File: src/logic/sacs_regs.vh
// register offsets, field positions and reset values of the service acknowledge block
`ifndef SACS_REGS_VH
`define SACS_REGS_VH

// =====================================================================
// register byte offsets (one 32-bit word each)
`define SACS_OFS_CAR        8'h00
`define SACS_OFS_RIR        8'h04
`define SACS_OFS_TIR        8'h08
`define SACS_OFS_MIR        8'h0c
`define SACS_OFS_PIR        8'h10
`define SACS_OFS_RVEC       8'h14
`define SACS_OFS_TVEC       8'h18
`define SACS_OFS_MVEC       8'h1c
`define SACS_OFS_LVEC       8'h20
`define SACS_OFS_PVEC       8'h24
`define SACS_OFS_RREQ       8'h28
`define SACS_OFS_TREQ       8'h2c
`define SACS_OFS_MREQ       8'h30
`define SACS_OFS_EOS        8'h34
`define SACS_OFS_MCHG       8'h38
`define SACS_OFS_PCTL       8'h3c
`define SACS_OFS_PSTAT      8'h40
`define SACS_OFS_CSTAT      8'h44
`define SACS_OFS_CTX        8'h48
`define SACS_OFS_CHIPID     8'h4c

// =====================================================================
// field positions
`define SACS_REQ_BIT        7
`define SACS_ACT_BIT        6
`define SACS_CHN_SHIFT      2
`define SACS_PCTL_IEN_BIT   0

// =====================================================================
// source-type codes in the low three vector bits
`define SACS_TYP_RX_GOOD    3'h3
`define SACS_TYP_RX_EXC     3'h7
`define SACS_TYP_TX         3'h2
`define SACS_TYP_MDM        3'h1
`define SACS_TYP_PAR_CHN    3'h4
`define SACS_TYP_PAR_PIPE   3'h5
`define SACS_TYP_PAR_BOTH   3'h6

// =====================================================================
// reset values and context codes
`define SACS_CTX_NONE       3'h0
`define SACS_CTX_RX         3'h1
`define SACS_CTX_TX         3'h2
`define SACS_CTX_MDM        3'h3
`define SACS_CTX_PAR        3'h4
`define SACS_CHIPID_RST     5'h00
`define SACS_PCTL_RST       8'h00

`endif

File: src/logic/sacs_stack.v
// context stack memory for saved service environments
`timescale 1ns/100ps
module sacs_stack #(
  parameter WIDTH = 8,
  parameter DEPTH = 4,
  parameter AW    = 2
) (
  // clock and reset
  input  wire             clk_i,
  input  wire             rst_i,
  // push and pop
  input  wire             push_i,
  input  wire             pop_i,
  input  wire [WIDTH-1:0] push_data_i,
  // status and top of stack
  output reg  [WIDTH-1:0] top_o,
  output wire             empty_o,
  output wire             full_o
);

  reg [WIDTH-1:0] mem_ff [0:DEPTH-1];
  reg [AW:0]      ptr_ff;

  assign empty_o = (ptr_ff == {(AW+1){1'b0}});
  assign full_o  = (ptr_ff == DEPTH[AW:0]);

  // =====================================================================
  // storage
  always @(posedge clk_i) begin
    if (push_i && !full_o) begin
      mem_ff[ptr_ff[AW-1:0]] <= push_data_i;
    end
  end

  // =====================================================================
  // pointer and registered top entry
  always @(posedge clk_i) begin
    if (rst_i) begin
      ptr_ff <= {(AW+1){1'b0}};
      top_o  <= {WIDTH{1'b0}};
    end else if (push_i && !full_o) begin
      ptr_ff <= ptr_ff + 1'b1;
      top_o  <= push_data_i;
    end else if (pop_i && !empty_o) begin
      ptr_ff <= ptr_ff - 1'b1;
      if (ptr_ff >= 2) begin
        top_o <= mem_ff[ptr_ff[AW-1:0] - 2'd2];
      end else begin
        top_o <= {WIDTH{1'b0}};
      end
    end
  end

endmodule

File: src/logic/sacs_top.v
// service acknowledge and context switch logic with wishbone register access
`timescale 1ns/100ps
`include "sacs_regs.vh"

module sacs_top #(
  parameter DEPTH = 4
) (
  // clock and reset
  input  wire        clk_i,
  input  wire        rst_i,
  // wishbone slave
  input  wire        cyc_i,
  input  wire        stb_i,
  input  wire        we_i,
  input  wire [7:0]  adr_i,
  input  wire [3:0]  sel_i,
  input  wire [31:0] dat_i,
  output reg  [31:0] dat_o,
  output reg         ack_o,
  // hardware service acknowledge strobes
  input  wire        receive_ack_strobe_n_i,
  input  wire        transmit_ack_strobe_n_i,
  input  wire        modem_ack_strobe_n_i,
  input  wire        parallel_ack_strobe_n_i,
  output reg  [7:0]  ack_vector_o,
  output reg         ack_vector_valid_o,
  // serial channel requests (one bit per channel) and modem lines (six per channel)
  input  wire [1:0]  rx_req_i,
  input  wire [1:0]  rx_exc_i,
  input  wire [1:0]  tx_req_i,
  input  wire [1:0]  mdm_req_i,
  input  wire [11:0] mdm_lines_i,
  // parallel channel sources
  input  wire [7:0]  pipeline_cond_i,
  input  wire [7:0]  channel_cond_i,
  // context state
  output wire [2:0]  service_mode_o,
  output wire [1:0]  channel_ptr_o
);

  localparam ST_IDLE = 3'b001;
  localparam ST_ACK  = 3'b010;
  localparam ST_DONE = 3'b100;

  // =====================================================================
  // state
  reg [2:0]  st_ff;
  reg [1:0]  car_ff;
  reg [2:0]  mode_ff;
  reg [4:0]  chipid_ff;
  reg [7:0]  pctl_ff;
  reg        preq_ff;
  reg [7:0]  pstat_ff;
  reg [7:0]  cstat_ff;
  reg [11:0] mdm_prev_ff;
  reg [11:0] mchg_ff;
  reg [7:0]  rir_ff;
  reg [7:0]  tir_ff;
  reg [7:0]  mir_ff;
  reg        push;
  reg        pop;
  wire [7:0] stk_top;
  wire       stk_empty;

  wire any_ack = ~receive_ack_strobe_n_i | ~transmit_ack_strobe_n_i |
                 ~modem_ack_strobe_n_i | ~parallel_ack_strobe_n_i;
  wire wr  = cyc_i & stb_i & we_i & ~ack_o & sel_i[0];
  wire rd  = cyc_i & stb_i & ~we_i & ~ack_o;

  // lowest-numbered requesting channel per source
  wire       rx_any   = |(rx_req_i | rx_exc_i);
  wire [1:0] rx_ch    = (rx_req_i[0] | rx_exc_i[0]) ? 2'd0 : 2'd1;
  wire       tx_any   = |tx_req_i;
  wire [1:0] tx_ch    = tx_req_i[0] ? 2'd0 : 2'd1;
  wire       mdm_any  = |mdm_req_i;
  wire [1:0] mdm_ch   = mdm_req_i[0] ? 2'd0 : 2'd1;

  wire [2:0] rx_typ = rx_exc_i[rx_ch[0]] ? `SACS_TYP_RX_EXC : `SACS_TYP_RX_GOOD;
  wire [7:0] rvec = {chipid_ff, rx_typ};
  wire [7:0] tvec = {chipid_ff, `SACS_TYP_TX};
  wire [7:0] mvec = {chipid_ff, `SACS_TYP_MDM};

  // parallel source-type bits
  wire       p_pipe = |pstat_ff;
  wire       p_chan = |cstat_ff;
  reg  [2:0] p_typ;
  always @* begin
    p_typ = 3'h0;
    if (p_pipe && p_chan) begin
      p_typ = `SACS_TYP_PAR_BOTH;
    end else if (p_pipe) begin
      p_typ = `SACS_TYP_PAR_PIPE;
    end else if (p_chan) begin
      p_typ = `SACS_TYP_PAR_CHN;
    end
  end
  wire [7:0] lvec = {chipid_ff, p_typ};
  wire [7:0] pvec = lvec;

  // interrupt registers: bit 7 request; bit 6 active and channel low in all but PIR, which holds only the request
  wire [7:0] rir_v = {rx_any, 5'h00, rx_ch};
  wire [7:0] tir_v = {tx_any, 5'h00, tx_ch};
  wire [7:0] mir_v = {mdm_any, 5'h00, mdm_ch};
  wire [7:0] pir_v = {preq_ff, 7'h00};

  assign service_mode_o = mode_ff;
  assign channel_ptr_o  = car_ff;

  // =====================================================================
  // context stack
  sacs_stack #(
    .WIDTH (8),
    .DEPTH (DEPTH),
    .AW    (2)
  ) u_stack (
    .clk_i       (clk_i),
    .rst_i       (rst_i),
    .push_i      (push),
    .pop_i       (pop),
    .push_data_i ({3'h0, mode_ff, car_ff}),
    .top_o       (stk_top),
    .empty_o     (stk_empty),
    .full_o      ()
  );

  // =====================================================================
  // hardware acknowledge cycle
  always @(posedge clk_i) begin
    if (rst_i) begin
      st_ff              <= ST_IDLE;
      ack_vector_o       <= 8'h00;
      ack_vector_valid_o <= 1'b0;
    end else begin
      case (st_ff)
        ST_IDLE: begin
          ack_vector_valid_o <= 1'b0;
          if (any_ack) begin
            st_ff              <= ST_ACK;
            ack_vector_valid_o <= 1'b1;
            if (!receive_ack_strobe_n_i) begin
              ack_vector_o <= rvec;
            end else if (!transmit_ack_strobe_n_i) begin
              ack_vector_o <= tvec;
            end else if (!modem_ack_strobe_n_i) begin
              ack_vector_o <= mvec;
            end else begin
              ack_vector_o <= pvec;
            end
          end
        end
        ST_ACK: begin
          ack_vector_valid_o <= 1'b0;
          st_ff              <= ST_DONE;
        end
        ST_DONE: begin
          if (!any_ack) begin
            st_ff <= ST_IDLE;
          end
        end
        default: st_ff <= ST_IDLE;
      endcase
    end
  end

  // =====================================================================
  // push on hardware ack, pop on end-of-service
  wire hw_take = (st_ff == ST_IDLE) & any_ack;
  wire eos_wr  = wr & (adr_i == `SACS_OFS_EOS);
  always @* begin
    push = hw_take;
    pop  = eos_wr & ~hw_take & ~stk_empty;
  end

  // =====================================================================
  // context pointer, mode and parallel request
  wire ien_new = dat_i[`SACS_PCTL_IEN_BIT];
  wire pctl_wr = wr & (adr_i == `SACS_OFS_PCTL);
  wire ien_tgl = pctl_wr & (ien_new != pctl_ff[`SACS_PCTL_IEN_BIT]);
  wire p_set   = (p_pipe | p_chan) & ~preq_ff & (mode_ff != `SACS_CTX_PAR);

  always @(posedge clk_i) begin
    if (rst_i) begin
      car_ff  <= 2'd0;
      mode_ff <= `SACS_CTX_NONE;
      preq_ff <= 1'b0;
      pctl_ff <= `SACS_PCTL_RST;
      rir_ff  <= 8'h00;
      tir_ff  <= 8'h00;
      mir_ff  <= 8'h00;
    end else begin
      if (pctl_wr) begin
        pctl_ff <= dat_i[7:0];
      end
      if (hw_take) begin
        if (!receive_ack_strobe_n_i) begin
          car_ff  <= rx_ch;
          mode_ff <= `SACS_CTX_RX;
          rir_ff  <= rir_v | 8'h40;
        end else if (!transmit_ack_strobe_n_i) begin
          car_ff  <= tx_ch;
          mode_ff <= `SACS_CTX_TX;
          tir_ff  <= tir_v | 8'h40;
        end else if (!modem_ack_strobe_n_i) begin
          car_ff  <= mdm_ch;
          mode_ff <= `SACS_CTX_MDM;
          mir_ff  <= mir_v | 8'h40;
        end else begin
          car_ff  <= 2'd0;
          mode_ff <= `SACS_CTX_PAR;
          preq_ff <= 1'b1;
        end
      end else if (pop) begin
        car_ff  <= stk_top[1:0];
        mode_ff <= stk_top[4:2];
        if (mode_ff == `SACS_CTX_PAR) begin
          preq_ff <= 1'b0;
        end
      end else if (wr) begin
        case (adr_i)
          `SACS_OFS_CAR: begin
            car_ff <= dat_i[1:0];
            if (dat_i[1:0] == 2'd0 && preq_ff) begin
              mode_ff <= `SACS_CTX_PAR;
            end else if (rir_v[`SACS_REQ_BIT] && dat_i[1:0] == rx_ch) begin
              mode_ff <= `SACS_CTX_RX;
            end
          end
          `SACS_OFS_RIR, `SACS_OFS_TIR, `SACS_OFS_MIR: begin
            if (!dat_i[`SACS_REQ_BIT] && !dat_i[`SACS_ACT_BIT]) begin
              mode_ff <= `SACS_CTX_NONE;
            end
          end
          `SACS_OFS_PIR: begin
            if (!dat_i[`SACS_REQ_BIT]) begin
              preq_ff <= 1'b0;
              if (mode_ff == `SACS_CTX_PAR) begin
                mode_ff <= `SACS_CTX_NONE;
              end
            end
          end
          `SACS_OFS_PCTL: begin
            if (ien_tgl) begin
              preq_ff <= 1'b0;
              if (mode_ff == `SACS_CTX_PAR) begin
                mode_ff <= `SACS_CTX_NONE;
              end
            end
          end
          default: ;
        endcase
      end else if (p_set) begin
        preq_ff <= 1'b1;
      end
    end
  end

  // =====================================================================
  // chip id, block status and modem change capture
  always @(posedge clk_i) begin
    if (rst_i) begin
      chipid_ff   <= `SACS_CHIPID_RST;
      pstat_ff    <= 8'h00;
      cstat_ff    <= 8'h00;
      mdm_prev_ff <= 12'h000;
      mchg_ff     <= 12'h000;
    end else begin
      if (wr && adr_i == `SACS_OFS_CHIPID) begin
        chipid_ff <= dat_i[4:0];
      end
      // sources set wins over a clearing write (write one to clear)
      pstat_ff <= (wr && adr_i == `SACS_OFS_PSTAT) ?
                  ((pstat_ff & ~dat_i[7:0]) | pipeline_cond_i) :
                  (pstat_ff | pipeline_cond_i);
      cstat_ff <= (wr && adr_i == `SACS_OFS_CSTAT) ?
                  ((cstat_ff & ~dat_i[7:0]) | channel_cond_i) :
                  (cstat_ff | channel_cond_i);
      mdm_prev_ff <= mdm_lines_i;
      mchg_ff <= (wr && adr_i == `SACS_OFS_MCHG) ?
                 ((mchg_ff & ~dat_i[11:0]) | (mdm_lines_i ^ mdm_prev_ff)) :
                 (mchg_ff | (mdm_lines_i ^ mdm_prev_ff));
    end
  end

  // =====================================================================
  // wishbone read mux, one-cycle ack
  wire [5:0] mchg_sel = car_ff[0] ? mchg_ff[11:6] : mchg_ff[5:0];
  reg  [7:0] rdat;
  always @* begin
    rdat = 8'h00;
    case (adr_i)
      `SACS_OFS_CAR:    rdat = {6'h00, car_ff};
      `SACS_OFS_RIR:    rdat = (mode_ff == `SACS_CTX_RX) ? rir_ff : rir_v;
      `SACS_OFS_TIR:    rdat = (mode_ff == `SACS_CTX_TX) ? tir_ff : tir_v;
      `SACS_OFS_MIR:    rdat = (mode_ff == `SACS_CTX_MDM) ? mir_ff : mir_v;
      `SACS_OFS_PIR:    rdat = pir_v;
      `SACS_OFS_RVEC:   rdat = rvec;
      `SACS_OFS_TVEC:   rdat = tvec;
      `SACS_OFS_MVEC:   rdat = mvec;
      `SACS_OFS_LVEC:   rdat = lvec;
      `SACS_OFS_PVEC:   rdat = pvec;
      `SACS_OFS_RREQ:   rdat = {4'h0, car_ff, 2'b00};
      `SACS_OFS_TREQ:   rdat = {4'h0, car_ff, 2'b00};
      `SACS_OFS_MREQ:   rdat = {4'h0, car_ff, 2'b00};
      `SACS_OFS_MCHG:   rdat = {2'b00, mchg_sel};
      `SACS_OFS_PCTL:   rdat = pctl_ff;
      `SACS_OFS_PSTAT:  rdat = pstat_ff;
      `SACS_OFS_CSTAT:  rdat = cstat_ff;
      `SACS_OFS_CTX:    rdat = {3'h0, mode_ff, car_ff};
      `SACS_OFS_CHIPID: rdat = {3'h0, chipid_ff};
      default:          rdat = 8'h00;
    endcase
  end

  always @(posedge clk_i) begin
    if (rst_i) begin
      ack_o    <= 1'b0;
      dat_o    <= 32'h00000000;
    end else begin
      ack_o    <= cyc_i & stb_i & ~ack_o;
      if (rd) begin
        dat_o <= {24'h000000, rdat};
      end
    end
  end

endmodule

File: config.mk
export PLATFORM = sky130hd
export DESIGN_NAME = sacs_top
export DESIGN_NICKNAME = d
export VERILOG_FILES = /design/src/logic/sacs_stack.v /design/src/logic/sacs_top.v
export VERILOG_INCLUDE_DIRS = /design/src /design/src/logic
export SDC_FILE = /design/constraint.sdc
export NUM_CORES = 1
export LEC_CHECK = 0
export CAP_MARGIN = 15
export CORE_MARGIN = 5
export CORE_UTILIZATION = 53
export CTS_BUF_LIST = sky130_fd_sc_hd__clkbuf_16
export CTS_CLUSTER_DIAMETER = 200
export DETAILED_ROUTE_END_ITERATION = 6
export DONT_BUFFER_PORTS = 1
export PLACE_DENSITY_LB_ADDON = 0.12
export SETUP_SLACK_MARGIN = 0.02
export SKIP_LAST_GASP = 1
export SLEW_MARGIN = 0
export SYNTH_ARGS = -nofsm -noshare
export SYNTH_HDL_FRONTEND = slang
export SYNTH_SLANG_ARGS = --single-unit
File: constraint.sdc
create_clock -name clk_i -period 6.2 [get_ports clk_i]
set_clock_uncertainty 0.1 [all_clocks]
set_input_delay 0 -clock clk_i [delete_from_list [all_inputs] [get_ports clk_i]]
set_output_delay 0 -clock clk_i [all_outputs]
set_load 0.1 [all_outputs]
==> impl_metrics.py <==
metrics = {
    "die": {
        "rows": 38,
        "initial_utilization_pct": 54.29,
        "io_pins": 136,
        "die_area_um2": 13360,
        "core_area_um2": 10890,
        "die_h_um": 115.6,
        "floorplan.die.width_um": 115.6,
    },
    "final_layout": {
        "diodes": 0,
        "final_layout_size_suffix_gt1_share_pct": 7.864,
        "layout.cells.non_filler": 903,
        "nNetsFinal": 841,
        "postLayoutCellArea_um2": 7268,
        "layout.core_utilization_pct": 66.75,
        "area_growth_pct": 22.97,
    },
    "detailed_routing": {
        "dr_total_vias": 5391,
        "drtPass1Iterations": 5,
        "drt_wl_total_um": 18560,
        "drt-wirelength-per-cell_um": 20.55,
        "route.detailed.vias_per_inst": 5.970,
        "drc": 0,
        "drt_iter0_markers": 640,
        "route.antenna.remaining_nets": 0,
    },
    "timing": {
        "period_minus_slack_ns": 3.303,
        "grt_setup_unrepaired": "no",
        "relSlewSlack_pct": 29.13,
        "fmax_ghz": 0.3028,
        "final_clock_period_utilization_by_the_worst_path_pct": 53.27,
        "fin_ws_ns": 2.897,
        "max_slew.worst_pin.slew_ns": 1.062,
        "drv_slew": 0,
        "timing.hold.ws_ns": 0.007278,
        "setup_violations": 0,
        "timing.setup.tns_ns": 0,
        "report.final.hold_viol_count": 0,
    },
    "setup_path": {
        "crit_path_end_kind": "flip-flop",
        "timing.critical_path.fanout_max": 10,
        "rr_endpoint": "cstat_ff[0]",
        "required_ns": 6.40,
        "critical_path.reg2reg.startpoint": "ack_o",
        "setup.worst_path.class": "flip-flop to flip-flop",
        "critPathArrivalTime_ns": 3.50,
        "r2r_setup_slack_ns": 2.90,
        "timing.reg2reg.worst_path_depth": 7,
        "timing.critical_path.from_type": "flip-flop",
    },
    "clocking": {
        "cts_tree": "yes",
        "post_cts_resize_count": 0,
        "clock_latency_ns": 0.42,
        "cts.htree.levels": 4,
        "worst_setup_hold_path_clk_slew_ns": 0.05,
        "clk_root_buffer_cell": "clkbuf_16",
        "cts_made_buffers": 17,
        "clock_tree.buffer_depth": 2,
        "cts.sink_count": 117,
    },
    "synth": {
        "postSynthCellCount": 683,
        "synth.yosys.seq_area_share_pct": 43.01,
        "number_of_synthesized_register_bits": 117,
        "ys_dominant_reg_cell": "dfxtp_1",
        "synth_top_area_share_pct": 32.85,
        "synth.cells.most_frequent": "105 x nor2_1, 97 x dfxtp_1, 87 x nand2_1",
        "synth_largest_area_cell": "dfxtp_1",
        "synth.area.top_cells": "dfxtp_1 33%, edfxtp_1 10%, nor2_1 6.7%",
        "synth_edf_count": 20,
        "synth_simple_gate_area_share_pct": 24.03,
        "synth.area.mux_share_pct": 6.499,
        "yosys.cell_types.count": 78,
        "synth-adder-area-share_pct": 0.3387,
        "area_share_of_xor_xnor_cells_in_the_synthesized_design_pct": 2.075,
        "syn-mean-instance-area_um2": 8.654,
        "post_synth_instance_area_um2": 5911,
        "synth_top_family_by_area": "simple AND/OR/NAND/NOR gates",
        "yosysMostFrequentCell": "nor2_1",
        "synthArstFlopShare_pct": 0,
        "synth_warnings": 0,
        "synth_compound_gate_area_share_pct": 17.51,
    },
    "outcome": {
        "result_of_the_run": "completed",
    },
    "pwr": {
        "p_leak_nw": 2.671,
        "p_per_cell_area_nw_per_um2": 331.6,
        "total_power_mw": 2.410,
        "worst_ir_drop_vdd_v": 0.0002792,
    },
    "global_routing": {
        "grt_max_degree": 95,
        "grt_overflow_total": 0,
        "grt_antenna_before_repair": 0,
        "via_count_of_the_first_global_routing_pass": 5363,
        "first_pass_grt_wire_length_um": 29370,
        "grt_usage_pct": 28.95,
    },
    "placement": {
        "place.detailed.instances": 788,
        "detailedPlacementHpwl_um": 12360,
        "portBuffers": 0,
        "detailedPlace.worstSlack_ns": 3.420,
        "detailed_place.area_um2": 5869,
        "gp_congestion": 0.9061,
    },
    "worst_hold_path": {
        "whs_endpoint": "dat_o[3]",
        "min_delay_path_depth": 4,
        "holdCritPathClass": "input port to flip-flop",
        "holdCritStartpoint": "adr_i[2]",
    },
    "flow_run": {
        "drv.max_cap_violation_count": 0,
    },
}
-- power by group --
group	internal [mW]	switching [mW]
clock network	0.576	0.340
logic	0.176	0.303
registers	0.869	0.148
total	1.62	0.790
-- worst max-delay path by stage --
stage          start                 to  slack [ns]  cells after the start
2_1_floorplan  ack_o  service_mode_o[2]        3.51                      7
3_3_place_gp   ack_o  service_mode_o[2]        3.46                      6
3_5_place_dp   ack_o  service_mode_o[2]        3.42                      6
4_1_cts        ack_o        cstat_ff[5]        3.06                      7
5_1_grt        ack_o        cstat_ff[0]        2.77                      7
6_report       ack_o        cstat_ff[0]        2.90                      7
-- cells in the final DEF, fill, tap and decap left out, types with 6 or more instances in the layout --
cell type      instances
nor2_1               105
dfxtp_1               96
nand2_1               87
dlygate4sd3_1         82
a21oi_1               61
mux2i_1               26
conb_1                24
edfxtp_1              20
clkbuf_16             17
o21ai_0               15
nor2b_1               14
xor2_1                13
nor3_1                12
inv_1                 10
nand3_1               10
a211oi_1              10
a31oi_1                8
and3_1                 7
nor4_1                 7
a32o_1                 6
buf_4                  6
-- flip-flops by register name, summed over array words and instances (netlist names), 2 cells and up --
name            count
ack_vector_o        8
channel_ptr_o       2
chipid_ff           5
cstat_ff            8
dat_o               8
mchg_ff            12
mdm_prev_ff        12
mir_ff              3
pctl_ff             8
pstat_ff            8
rir_ff              3
service_mode_o      3
st_ff               3
tir_ff              3
u_stack.mem_ff     20
u_stack.ptr_ff      3
u_stack.top_o       5
-- routing by layer --
layer  global-route usage (%)  share of wire (%)  vias to the layer above
met5                        0                  0                        -
met4                    11.89                2.8                        0
met3                    8.303                8.2                       38
met2                    47.61                 49                      236
met1                    35.78                 40                     2574
li1                         -                  -                     2543
-- kinds of logic (layout without fill, tap and decap cells) --
family	count (synthesis)	in the layout
and+or+nand+nor	288	288
AOI/OAI and AO/OA	156	156
DFF	117	117
buffers and inverters	73	130
muxes	33	33
xor gates and xnor gates	14	14
adders and majority gates	1	1
other	1	24
-- cell type report --
cell class                      instances  area, um^2
Tap cell                              140       175.2
Clock buffer                           17       425.4
Clock inverter                         14       120.1
Timing Repair Buffer                   90       898.4
Multi-Input combinational cell        516        3072
Fill cell                             861        3620
Inverter                                9       33.78
Sequential cell                       117        2544
-- timing repair --
item                                   in CTS  in global routing
endpoints found under the hold margin      97                  0
setup buffers                               0                  0
hold buffers                               83                  0
-- worst max-delay path, cell delays in order (launching register included) --
cell and delay, ns:
dfxtp_1 0.63, nand3b_1 0.42, or2_2 0.49, nor3_2 0.54, nand2_1 0.10, a21oi_1 0.21, dlygate4sd3_1 0.63, nor2_1 0.05
No activity file was read; power rests on OpenSTA's default activity.
